`config.mk`:
```
export PLATFORM = sky130hd
export DESIGN_NAME = cefc_regs
export DESIGN_NICKNAME = d
export VERILOG_FILES = /design/src/pkg/cefc_pkg.sv /design/src/pkg/cefc_sync_if.sv /design/src/verilog/cefc_sync_gate.sv /design/src/verilog/cefc_regs.sv
export VERILOG_INCLUDE_DIRS = /design/src /design/src/pkg
export SDC_FILE = /design/constraint.sdc
export NUM_CORES = 1
export LEC_CHECK = 0
export BUFFER_PORTS_ARGS = -buffer_cell sky130_fd_sc_hd__buf_4
export CAP_MARGIN = 20
export CORE_MARGIN = 2
export CORE_UTILIZATION = 55
export DETAILED_ROUTE_END_ITERATION = 7
export PLACE_DENSITY = 0.91
export SLEW_MARGIN = 10
export SYNTH_ARGS = -nofsm -noshare
export SYNTH_HDL_FRONTEND = slang
export SYNTH_SLANG_ARGS = --single-unit
```
`constraint.sdc`:
```
create_clock -name mclk -period 4.9 [get_ports mclk]
set_clock_uncertainty 0.05 [all_clocks]
set_input_delay 0.98 -clock mclk [delete_from_list [all_inputs] [get_ports mclk]]
set_output_delay 0.98 -clock mclk [all_outputs]
set_load 0.02 [all_outputs]
```
`src/pkg/cefc_map.svh`:
```
// Register offsets, reset values, field positions and codes of the
// camera exposure and format control bank.
// Assumes byte-wide registers reached through an 8-bit address port.
`ifndef CEFC_MAP_SVH
`define CEFC_MAP_SVH

// Offsets
`define CEFC_ADDR_EXP_HI      8'h08
`define CEFC_ADDR_PLL         8'h0D
`define CEFC_ADDR_EXP_LO      8'h10
`define CEFC_ADDR_CLK         8'h11
`define CEFC_ADDR_FMT         8'h12
`define CEFC_ADDR_AEN         8'h13
`define CEFC_ADDR_GCEIL       8'h14

// Reset values
`define CEFC_RST_EXP_HI       8'h00
`define CEFC_RST_PLL          8'h41
`define CEFC_RST_EXP_LO       8'h40
`define CEFC_RST_CLK          8'h80
`define CEFC_RST_FMT          8'h00
`define CEFC_RST_AEN          8'h8F
`define CEFC_RST_GCEIL        8'h4A
`define CEFC_UNMAPPED_DATA    8'h00

// Clock control fields
`define CEFC_CLK_BYPASS_BIT   6
`define CEFC_CLK_PRE_MSB      5
`define CEFC_PLL_MSB          7
`define CEFC_PLL_LSB          6

// Format and reset control fields
`define CEFC_FMT_SOFT_RST_BIT 7
`define CEFC_FMT_RES_BIT      6
`define CEFC_FMT_BT656_BIT    5
`define CEFC_FMT_RAW_BIT      4
`define CEFC_FMT_RGB_MSB      3
`define CEFC_FMT_RGB_LSB      2
`define CEFC_FMT_OUT_MSB      1

// Automatic control enable fields
`define CEFC_AEN_FAST_BIT     7
`define CEFC_AEN_STEP_BIT     6
`define CEFC_AEN_BAND_BIT     5
`define CEFC_AEN_SUBBAND_BIT  4
`define CEFC_AEN_FINE_BIT     3
`define CEFC_AEN_GAIN_BIT     2
`define CEFC_AEN_WB_BIT       1
`define CEFC_AEN_EXP_BIT      0

// Gain ceiling fields
`define CEFC_GC_HIST_BIT      7
`define CEFC_GC_CAP_MSB       6
`define CEFC_GC_CAP_LSB       4
`define CEFC_GC_DROP_FS_BIT   2
`define CEFC_GC_DROP_LV_BIT   1
`define CEFC_GC_CAP_MAX       3'h4

// Gain ceiling and clock plan figures
`define CEFC_GAIN_BASE        6'h02
`define CEFC_GAIN_TOP         6'h20
`define CEFC_MULT_NONE        4'h1
`define CEFC_MULT_4X          4'h4
`define CEFC_MULT_6X          4'h6
`define CEFC_MULT_8X          4'h8
`define CEFC_DIV_NONE         8'h01

`endif

```
`src/pkg/cefc_pkg.sv`:
```
// Types of the camera exposure and format control bank.
// Assumes the map header for the numeric codes.
package cefc_pkg;

  typedef enum logic {
    CEFC_RES_VGA  = 1'b0,
    CEFC_RES_QVGA = 1'b1
  } cefc_res_type;

  typedef enum logic [1:0] {
    CEFC_OUT_YUV      = 2'h0,
    CEFC_OUT_PROC_RAW = 2'h1,
    CEFC_OUT_RGB      = 2'h2,
    CEFC_OUT_RAW      = 2'h3
  } cefc_out_fmt_type;

  typedef enum logic [1:0] {
    CEFC_RGB_GBR422  = 2'h0,
    CEFC_RGB_565     = 2'h1,
    CEFC_RGB_565_ALT = 2'h2,
    CEFC_RGB_444     = 2'h3
  } cefc_rgb_fmt_type;

endpackage

```
`src/pkg/cefc_sync_if.sv`:
```
// Sync signals between the register bank and the sync drop gate.
// Assumes both ends run on mclk.
`timescale 1ns/1ps
`default_nettype none

interface cefc_sync_if;
  logic drop_fs;
  logic drop_lv;
  logic corrupt;
  logic fs_in;
  logic lv_in;
  logic fs_out;
  logic lv_out;

  modport ctrl (output drop_fs, drop_lv, corrupt, fs_in, lv_in,
                input  fs_out, lv_out);
  modport gate (input  drop_fs, drop_lv, corrupt, fs_in, lv_in,
                output fs_out, lv_out);
endinterface

`default_nettype wire

```
`src/verilog/cefc_sync_gate.sv`:
```
// Sync drop gate: removes frame sync and line valid of corrupt frames.
// Assumes sync inputs come from pipeline logic on mclk.
`timescale 1ns/1ps
`default_nettype none
`include "cefc_map.svh"

module cefc_sync_gate
  import cefc_pkg::*;
(
  // Clock and reset
  input wire logic mclk,
  input wire logic nrst,
  // Sync path
  cefc_sync_if.gate sy
);

  ////////////////////////////////////////////////////////////////////////
  // Frame sync and line valid drop
  always_ff @(posedge mclk) begin
    if (!nrst) begin
      sy.fs_out <= 1'b0;
    end else begin
      sy.fs_out <= sy.fs_in && !(sy.drop_fs && sy.corrupt);
    end
  end

  always_ff @(posedge mclk) begin
    if (!nrst) begin
      sy.lv_out <= 1'b0;
    end else begin
      sy.lv_out <= sy.lv_in && !(sy.drop_lv && sy.corrupt);
    end
  end

  ////////////////////////////////////////////////////////////////////////
  property p_drop_fs;
    @(posedge mclk) disable iff (!nrst)
      (sy.drop_fs && sy.corrupt) |=> !sy.fs_out;
  endproperty
  a_drop_fs: assert property (p_drop_fs)
    else $error("frame sync passed on a corrupt frame");

  property p_drop_lv;
    @(posedge mclk) disable iff (!nrst)
      (sy.lv_in && !(sy.drop_lv && sy.corrupt)) |=> sy.lv_out;
  endproperty
  a_drop_lv: assert property (p_drop_lv)
    else $error("line valid lost on a good frame");

endmodule // cefc_sync_gate

`default_nettype wire

```
`src/verilog/cefc_regs.sv`:
```
// Camera exposure and format control register bank.
// Assumes the serial control slave outside turns bus cycles into
// single-cycle read and write strobes on mclk, and that the pipeline
// sync and auto exposure inputs are on mclk as well.
`timescale 1ns/1ps
`default_nettype none
`include "cefc_map.svh"

module cefc_regs
  import cefc_pkg::*;
(
  // Clock and reset
  input  wire logic              mclk,
  input  wire logic              nrst,
  // Register access port
  input  wire logic [7:0]        reg_addr,
  input  wire logic [7:0]        reg_wdata,
  input  wire logic              reg_wr,
  input  wire logic              reg_rd,
  output logic      [7:0]        reg_rdata,
  output logic                   reg_rvalid,
  // Auto exposure engine
  input  wire logic              exp_upd,
  input  wire logic [15:0]       exp_upd_value,
  // Video sync
  input  wire logic              frame_corrupt,
  input  wire logic              frame_sync_in,
  input  wire logic              line_valid_in,
  output logic                   frame_sync_out,
  output logic                   line_valid_out,
  // Exposure and gain control
  output logic      [15:0]       exposure_value,
  output logic                   fast_auto,
  output logic                   step_unlimited,
  output logic                   band_filter_on,
  output logic                   below_band_ok,
  output logic                   fine_exposure_ok,
  output logic                   gain_auto,
  output logic                   wb_auto,
  output logic                   exp_auto,
  output logic                   histogram_mode,
  output logic      [5:0]        gain_ceiling_x,
  // Clock plan
  output logic                   clk_bypass,
  output logic      [3:0]        clk_mult,
  output logic      [7:0]        clk_div,
  // Output format
  output cefc_res_type           resolution,
  output logic                   bt656_on,
  output logic                   sensor_raw,
  output cefc_out_fmt_type       out_format,
  output cefc_rgb_fmt_type       rgb_format
);

  logic [7:0] exp_hi_reg;
  logic [7:0] exp_lo_reg;
  logic [7:0] pll_reg;
  logic [7:0] clk_reg;
  logic [7:0] fmt_reg;
  logic [7:0] aen_reg;
  logic [7:0] gc_reg;
  logic       soft_rst;
  logic       auto_load;
  logic [7:0] rdata_next;

  cefc_sync_if sy ();

  ////////////////////////////////////////////////////////////////////////
  // Write decode
  // Soft reset strobe
  assign soft_rst = reg_wr && (reg_addr == `CEFC_ADDR_FMT)
                    && reg_wdata[`CEFC_FMT_SOFT_RST_BIT];
  assign auto_load = exp_upd && aen_reg[`CEFC_AEN_EXP_BIT];

  ////////////////////////////////////////////////////////////////////////
  // Exposure registers; the engine wins over a host write in one cycle
  always_ff @(posedge mclk) begin
    if (!nrst || soft_rst) begin
      exp_hi_reg <= `CEFC_RST_EXP_HI;
    end else if (auto_load) begin
      exp_hi_reg <= exp_upd_value[15:8];
    end else if (reg_wr && reg_addr == `CEFC_ADDR_EXP_HI) begin
      exp_hi_reg <= reg_wdata;
    end
  end

  always_ff @(posedge mclk) begin
    if (!nrst || soft_rst) begin
      exp_lo_reg <= `CEFC_RST_EXP_LO;
    end else if (auto_load) begin
      exp_lo_reg <= exp_upd_value[7:0];
    end else if (reg_wr && reg_addr == `CEFC_ADDR_EXP_LO) begin
      exp_lo_reg <= reg_wdata;
    end
  end

  // Control registers
  always_ff @(posedge mclk) begin
    if (!nrst || soft_rst) begin
      pll_reg <= `CEFC_RST_PLL;
    end else if (reg_wr && reg_addr == `CEFC_ADDR_PLL) begin
      pll_reg <= reg_wdata;
    end
  end

  always_ff @(posedge mclk) begin
    if (!nrst || soft_rst) begin
      clk_reg <= `CEFC_RST_CLK;
    end else if (reg_wr && reg_addr == `CEFC_ADDR_CLK) begin
      clk_reg <= reg_wdata;
    end
  end

  always_ff @(posedge mclk) begin
    if (!nrst || soft_rst) begin
      fmt_reg <= `CEFC_RST_FMT;
    end else if (reg_wr && reg_addr == `CEFC_ADDR_FMT) begin
      fmt_reg <= {1'b0, reg_wdata[6:0]};
    end
  end

  always_ff @(posedge mclk) begin
    if (!nrst || soft_rst) begin
      aen_reg <= `CEFC_RST_AEN;
    end else if (reg_wr && reg_addr == `CEFC_ADDR_AEN) begin
      aen_reg <= reg_wdata;
    end
  end

  // Illegal ceiling codes are stored; the decode clamps them
  always_ff @(posedge mclk) begin
    if (!nrst || soft_rst) begin
      gc_reg <= `CEFC_RST_GCEIL;
    end else if (reg_wr && reg_addr == `CEFC_ADDR_GCEIL) begin
      gc_reg <= reg_wdata;
    end
  end

  ////////////////////////////////////////////////////////////////////////
  // Read path: data one cycle after the strobe, old value on a collision
  always_comb begin
    unique case (reg_addr)
      `CEFC_ADDR_EXP_HI: rdata_next = exp_hi_reg;
      `CEFC_ADDR_PLL:    rdata_next = pll_reg;
      `CEFC_ADDR_EXP_LO: rdata_next = exp_lo_reg;
      `CEFC_ADDR_CLK:    rdata_next = clk_reg;
      `CEFC_ADDR_FMT:    rdata_next = fmt_reg;
      `CEFC_ADDR_AEN:    rdata_next = aen_reg;
      `CEFC_ADDR_GCEIL:  rdata_next = gc_reg;
      default:           rdata_next = `CEFC_UNMAPPED_DATA;
    endcase
  end

  always_ff @(posedge mclk) begin
    if (!nrst) begin
      reg_rdata  <= 8'h00;
      reg_rvalid <= 1'b0;
    end else begin
      reg_rvalid <= reg_rd;
      if (reg_rd) begin
        reg_rdata <= rdata_next;
      end
    end
  end

  ////////////////////////////////////////////////////////////////////////
  // Exposure word
  assign exposure_value = {exp_hi_reg, exp_lo_reg};

  assign fast_auto      = aen_reg[`CEFC_AEN_FAST_BIT];
  assign step_unlimited = aen_reg[`CEFC_AEN_STEP_BIT];
  assign band_filter_on = aen_reg[`CEFC_AEN_BAND_BIT];
  // Sub-band only counts with the filter on
  assign below_band_ok  = !aen_reg[`CEFC_AEN_BAND_BIT]
                          || aen_reg[`CEFC_AEN_SUBBAND_BIT];
  assign fine_exposure_ok = aen_reg[`CEFC_AEN_FINE_BIT];
  assign gain_auto = aen_reg[`CEFC_AEN_GAIN_BIT];
  assign wb_auto   = aen_reg[`CEFC_AEN_WB_BIT];
  assign exp_auto  = aen_reg[`CEFC_AEN_EXP_BIT];
  assign histogram_mode = gc_reg[`CEFC_GC_HIST_BIT];

  // Gain cap, clamped to the top on illegal codes
  always_comb begin
    if (gc_reg[`CEFC_GC_CAP_MSB:`CEFC_GC_CAP_LSB] > `CEFC_GC_CAP_MAX) begin
      gain_ceiling_x = `CEFC_GAIN_TOP;
    end else begin
      gain_ceiling_x = `CEFC_GAIN_BASE
                       << gc_reg[`CEFC_GC_CAP_MSB:`CEFC_GC_CAP_LSB];
    end
  end

  ////////////////////////////////////////////////////////////////////////
  // PLL multiplier
  always_comb begin
    unique case (pll_reg[`CEFC_PLL_MSB:`CEFC_PLL_LSB])
      2'h0: clk_mult = `CEFC_MULT_NONE;
      2'h1: clk_mult = `CEFC_MULT_4X;
      2'h2: clk_mult = `CEFC_MULT_6X;
      2'h3: clk_mult = `CEFC_MULT_8X;
    endcase
  end

  // Divider; bypass takes the input as is
  assign clk_bypass = clk_reg[`CEFC_CLK_BYPASS_BIT];
  assign clk_div    = clk_bypass ? `CEFC_DIV_NONE
                      : 8'(({2'h0, clk_reg[`CEFC_CLK_PRE_MSB:0]} + 8'h01)
                           << 1);

  assign resolution = cefc_res_type'(fmt_reg[`CEFC_FMT_RES_BIT]);
  assign bt656_on   = fmt_reg[`CEFC_FMT_BT656_BIT];
  assign sensor_raw = fmt_reg[`CEFC_FMT_RAW_BIT];
  assign out_format = cefc_out_fmt_type'(fmt_reg[`CEFC_FMT_OUT_MSB:0]);
  assign rgb_format = cefc_rgb_fmt_type'(
                        fmt_reg[`CEFC_FMT_RGB_MSB:`CEFC_FMT_RGB_LSB]);

  ////////////////////////////////////////////////////////////////////////
  // Drop controls to the gate
  assign sy.drop_fs = gc_reg[`CEFC_GC_DROP_FS_BIT];
  assign sy.drop_lv = gc_reg[`CEFC_GC_DROP_LV_BIT];
  assign sy.corrupt = frame_corrupt;
  assign sy.fs_in   = frame_sync_in;
  assign sy.lv_in   = line_valid_in;
  assign frame_sync_out = sy.fs_out;
  assign line_valid_out = sy.lv_out;

  cefc_sync_gate u_gate (
    .mclk (mclk),
    .nrst (nrst),
    .sy   (sy.gate)
  );

  ////////////////////////////////////////////////////////////////////////
  property p_exp_lo_write;
    @(posedge mclk) disable iff (!nrst)
      (reg_wr && reg_addr == `CEFC_ADDR_EXP_LO && !auto_load)
      |=> exposure_value[7:0] == $past(reg_wdata);
  endproperty
  a_exp_lo_write: assert property (p_exp_lo_write)
    else $error("exposure low byte did not take the write");

  property p_bypass;
    @(posedge mclk) disable iff (!nrst)
      (reg_wr && reg_addr == `CEFC_ADDR_CLK && reg_wdata[6] && !soft_rst)
      |=> clk_bypass && clk_div == 8'h01;
  endproperty
  a_bypass: assert property (p_bypass)
    else $error("clock bypass not applied");

  property p_div;
    @(posedge mclk) disable iff (!nrst)
      (reg_wr && reg_addr == `CEFC_ADDR_CLK && !reg_wdata[6])
      |=> clk_div == 8'(({2'h0, $past(reg_wdata[5:0])} + 8'h01) << 1);
  endproperty
  a_div: assert property (p_div)
    else $error("clock divisor wrong");

  property p_soft_rst;
    @(posedge mclk) disable iff (!nrst)
      soft_rst |=> aen_reg == `CEFC_RST_AEN && gc_reg == `CEFC_RST_GCEIL
                   && clk_reg == `CEFC_RST_CLK && fmt_reg == `CEFC_RST_FMT;
  endproperty
  a_soft_rst: assert property (p_soft_rst)
    else $error("soft reset left a register changed");

  property p_res;
    @(posedge mclk) disable iff (!nrst)
      (reg_wr && reg_addr == `CEFC_ADDR_FMT && !reg_wdata[7])
      |=> resolution == cefc_res_type'($past(reg_wdata[6]))
          && out_format == cefc_out_fmt_type'($past(reg_wdata[1:0]));
  endproperty
  a_res: assert property (p_res)
    else $error("format fields did not follow the write");

  property p_gain_cap;
    @(posedge mclk) disable iff (!nrst)
      gain_ceiling_x inside {6'h02, 6'h04, 6'h08, 6'h10, 6'h20};
  endproperty
  a_gain_cap: assert property (p_gain_cap)
    else $error("gain ceiling outside 2x to 32x");

  property p_auto_exp;
    @(posedge mclk) disable iff (!nrst)
      (auto_load && !soft_rst) |=> exposure_value == $past(exp_upd_value);
  endproperty
  a_auto_exp: assert property (p_auto_exp)
    else $error("auto exposure value not loaded");

  property p_rst_bit_rd;
    @(posedge mclk) disable iff (!nrst)
      (reg_rd && reg_addr == `CEFC_ADDR_FMT) |=> reg_rvalid && !reg_rdata[7];
  endproperty
  a_rst_bit_rd: assert property (p_rst_bit_rd)
    else $error("soft reset bit read back as one");

endmodule // cefc_regs

`default_nettype wire

```
Yosys cells after proc, flatten, opt, wreduce, memory -nomap -nowiden. Cells that the tools add are included.

Flip-flop bits (word level): 66. Latch bits: 0. RAM bits: 0. Memory bits (read-only): 0. Output and inout port bits: 62. Word-level logic and storage cells: 54. Memories: 0.

Add/subtract/negate cells: 1. $mul: 0. Divide/modulo/power cells: 0. Order comparisons: 1. Equal/unequal tests: 10. Shift-type cells: 1. Muxes and demuxes: 8. Bitwise logic cells: 0. Reductions and logical operators: 22.

Operators by type and width (count): 8-bit case mux with 7 select lines (1); 8-bit by 5-bit == test with 1-bit output, second input constant (5); 8-bit 2-to-1 mux (5); 8-bit by 4-bit == test with 1-bit output, second input constant (2); 4-bit case mux with 4 select lines (1); 1-bit logical AND (13); 6-bit by 1-bit adder with 7-bit output, second input constant (1); 6-bit 2-to-1 mux (1); 2-bit by 3-bit left shift with 6-bit output, first input constant (1); 2-bit == test, second input constant (2); 1-bit zero test (4); 2-bit nonzero test (2); 3-bit > comparator, second input constant (1); 2-bit by 1-bit == test with 1-bit output, second input constant (1); 2-bit zero test (1); 1-bit logical OR (2).

Longest topological paths before layout.
Word-level depth: 4. Gate-level depth with buffers: 7. Gate-level depth less buffers: 4.

Modules after synthesis. From an unflattened synthesis, not the netlist that was laid out.

Cells, all modules: 367. Area, all modules: 3253.1 um^2.

By module, submodules not included: cefc_regs (instances 1, cells an instance 361, area each 3188.1 um^2, sequential area each 1281.2 um^2); cefc_sync_gate (instances 1, cells an instance 6, area each 65.1 um^2, sequential area each 40.0 um^2).

Least setup slack after synthesis. OpenSTA, ideal clock, no wires.

Kind: input-to-reg. Start: in reg_addr[5]. End: reg exp_hi_reg[2]. Library setup time: 0.086 ns. Arrival time: 2.186 ns. Required time: 4.764 ns. Path slack: 2.578 ns. Cell stages on the path: 4. Cell sequence: nor4_4 nand4_2 mux2i_1 a211oi_1.

Word-level cells in the longest chain between the ends: 4.

Ends and longest elaborated chain: start: declaration (line cefc_regs.sv:16) `input wire logic [7:0] reg_addr,`; 8-bit by 5-bit == test with 1-bit output; 1-bit logical AND (2 in series) (line cefc_regs.sv:71) `` assign soft_rst = reg_wr && (reg_addr == `CEFC_ADDR_FMT) ``; 1-bit logical OR (line cefc_regs.sv:78) `if (!nrst || soft_rst) begin`; end signal: assignment (line cefc_regs.sv:79) `` exp_hi_reg <= `CEFC_RST_EXP_HI; ``; end signal: assignment (line cefc_regs.sv:81) `exp_hi_reg <= exp_upd_value[15:8];`; end signal: assignment (line cefc_regs.sv:83) `exp_hi_reg <= reg_wdata;`; end: declaration (line cefc_regs.sv:55) `logic [7:0] exp_hi_reg;`.

Parallel ways exist; a longest one is shown, timed or not. A chain may end at the register's enable or synchronous reset.

Final worst setup path.
Start: in reg_addr[2]. End: reg exp_hi_reg[5].

The elaborated chain is that of the path after synthesis.

==> results.toml <==
[run_status]
outcome = "complete, no violations"

[timing]
maxSlewHeadroom_pct = 26.60
final_slew_viol_count = 0
report.final.setup_viol = 0
time_the_worst_path_needs_with_i_o_delays_and_setup_ns = 3.102
tightest_slew_ns = 1.097
totalNegativeSetupSlack_ns = 0
hold_viol_final = 0
setup_repair_after_global_routing_missed_its_margin = "no"
final_min_period_over_clock_period_pct = 63.30
maxClockFrequency_mhz = 322.4

[route]
drcViolationCount = 0
dr_wl_cell_microns = 19.02
dr.pass1.iters = 5
vias = 3309
totalWireLength_microns = 10210
detail_route.iter0.violations = 344
vias_per_cell = 6.162
drtAntennaViolNets = 0

[logic_synthesis]
cell_accounting_for_the_most_synthesized_area = "dfxtp_1"
yosysTopAreaCellShare_pct = 37.99
synthesis.area_per_instance_sq_um = 9.300
synth_cells = 374
post_synth_instance_area_sq_um = 3478
syn-num-nets = 418
synth.ff_latch_count = 66
top_ff_cell_synth = "dfxtp_1"
synthesis.yosys.warnings = 0
asyncSetResetFlopFracSynth_pct = 0
synthTopCellsByArea = "dfxtp_1 (38%), mux2i_1 (15%), nor2_1 (6.2%), a211oi_1 (5.4%), nand3_1 (3.7%)"
synthDistinctLibCells = 56
ys_seq_area_share_pct = 37.99
post_synth_edffs = 0

[cells_and_area]
postLayoutCoreUtil_pct = 72.18
antenna_cells = 0
postLayoutCellArea_sq_um = 4349
final_layout_size_suffix_gt1_share_pct = 29.87
final_nets = 502
area_growth_syn_to_layout_pct = 25.04

[place]
gp_routability_congestion = 0.9313
postPlaceCellArea_sq_um = 4130
port_buffers = 100
hpwl_microns = 7359

[floorplan]
top_level_ports = 102
starting_density_of_the_core_pct = 57.72
floorplan.die.height_microns = 83.53
dieArea_sq_um = 6976
die_w_microns = 83.53
fp.coreArea_sq_um = 6026
number_of_placement_rows = 28

[flow_run]
max_cap_viols = 0

[setup_path]
worstSetupStartpoint = "reg_addr[2]"
cp.required_ns = 5.01
worst_setup_path_start_kind = "primary input"
critPathCaptureType = "flip-flop"
path_class = "primary input to flip-flop"
reg2reg_from = "aen_reg[0]$_SDFFE_PP1P_"
critical_path.max_fanout = 43
cp_data_arrival_time_ns = 3.21

[global_route]
grt_pass1_vias = 3104
wire_length_of_the_first_global_routing_pass_microns = 16000
grt_use_total_pct = 29.21
grt_antenna_before_repair = 0
grt_start_max_net_pins = 44
globalRouteOverflowTotal = 0

[cts]
cts_hold_buf = 0
post_cts.resized_instances = 0
numCtsBuffers = 9
max-clock-path-buffers = 2
post-cts-setup-buffers = 0
tritoncts = "done"
clock_sink_count = 66
worst_skew_pair.late_latency_ns = 0.34
clock_tree.htree_level_count = 3
post_cts_clock_slew_at_the_launch_and_capture_registers_of_the_worst_setup_and_hold_paths_ns = 0.06
clockRootBuffer = "clkbuf_8"

[pwr]
leakage_power_total_nw = 2.072
power_per_cell_area_nw_per_um2 = 281.1
vdd.ir_drop.worst_mv = 0.2047
finalPower_mw = 1.223

[worst_hold_path]
min-delay-start = "clk_reg[7]$_SDFFE_PP1P_"
hold_path_class = "flip-flop to flip-flop"
## placed cells by master, fill, tap and decap left out, drive strengths merged, types with 3 or more instances in the layout
| cell type | instances |
|---|---|
| a311oi | 7 |
| clkbuf | 13 |
| and3 | 8 |
| a21oi | 5 |
| buf | 101 |
| nor2 | 57 |
| ha | 4 |
| nor3b | 4 |
| or3b | 5 |
| nand3 | 26 |
| nand2 | 25 |
| dfxtp | 66 |
| a211oi | 26 |
| nor2b | 6 |
| and2 | 4 |
| o21ai | 3 |
| nor3 | 3 |
| o2bb2ai | 5 |
| nand4 | 5 |
| inv | 5 |
| mux2i | 52 |
## kinds of logic after synthesis
logic type	count (synthesis)	share of synthesized area (%)
AO/OA/AOI/OAI	56	13.49
XOR/XNOR	4	1.007
adder cells (fa/ha/maj)	4	1.439
buffers and inverters	33	6.295
flip-flops	66	37.99
multiplexers	54	15.94
other	1	0.1078
AND/OR/NAND/NOR	156	23.74
## worst paths after layout
check | slack (ns) | cells after the start | endpoint
max | 1.80 | 6 | exp_hi_reg[5]$_SDFFE_PP0P_
min | 0.43 | 2 | clk_reg[7]$_SDFFE_PP1P_
max reg2reg | 3.18 | 4 | exp_lo_reg[6]$_SDFFE_PP1P_
min reg2reg | 0.43 | 2 | clk_reg[7]$_SDFFE_PP1P_
## layout make-up
class	count	area, sq um
multi-input cells	275	1938
well taps	75	93.84
inverters	5	18.77
flip-flops and latches	66	1321
clock inverters	2	60.06
fillers	442	1677
repair buffers	101	758.2
clock buffers	13	158.9
## through the flow
step	std cells	hold WS, ns	setup WS (ns)
finish	537	0.4310	1.798
global route	537	0.4415	1.666
CTS	537	0.4309	1.830
detailed placement	522	0.4147	1.517
global placement	522	0.3962	1.617
floorplan	374	0.3740	2.578
## synthesized netlist by cell type (2+ instances only)
cell type and instances:
nand3_1 26, nor3b_1 4, nor3_1 3, o2bb2ai_1 5, dfxtp_1 66, o211ai_1 2
and3_2 4, a311oi_1 5, a22oi_1 2, nand2_1 25, a21oi_1 5, mux2i_1 52
ha_1 4, nor2b_1 6, clkbuf_8 4, nand4_2 4, xor2_1 2, and2_1 2
nor2_1 57, inv_1 5, a211oi_1 25, buf_4 6, nand2b_1 2, buf_6 3
nand3b_1 2, buf_2 8, or3b_2 5, xnor2_1 2, a311oi_2 2, and3_1 4
clkbuf_1 7
## worst max-delay path: stages
cell,delay [ns]
buf_4,0.21
nor4_1,0.20
buf_4,0.23
nand3_1,0.41
o21ai_4,1.01
a211oi_1,0.14
## power breakdown
group,switching (mW),internal [mW],leakage (nW)
Combinational,0.0872,0.0618,1.42
Clock,0.198,0.312,0.110
Sequential,0.0138,0.550,0.538
## metal layers
metal  track usage [%]  wire length, microns  up-vias
met4             11.88                   280        0
li1                  -                     -     1517
met1             37.89                  4080     1570
met5                 0                     0        -
met3             6.825                   966       25
met2             46.99                  4885      197
No activity file was read; power rests on OpenSTA's default activity.
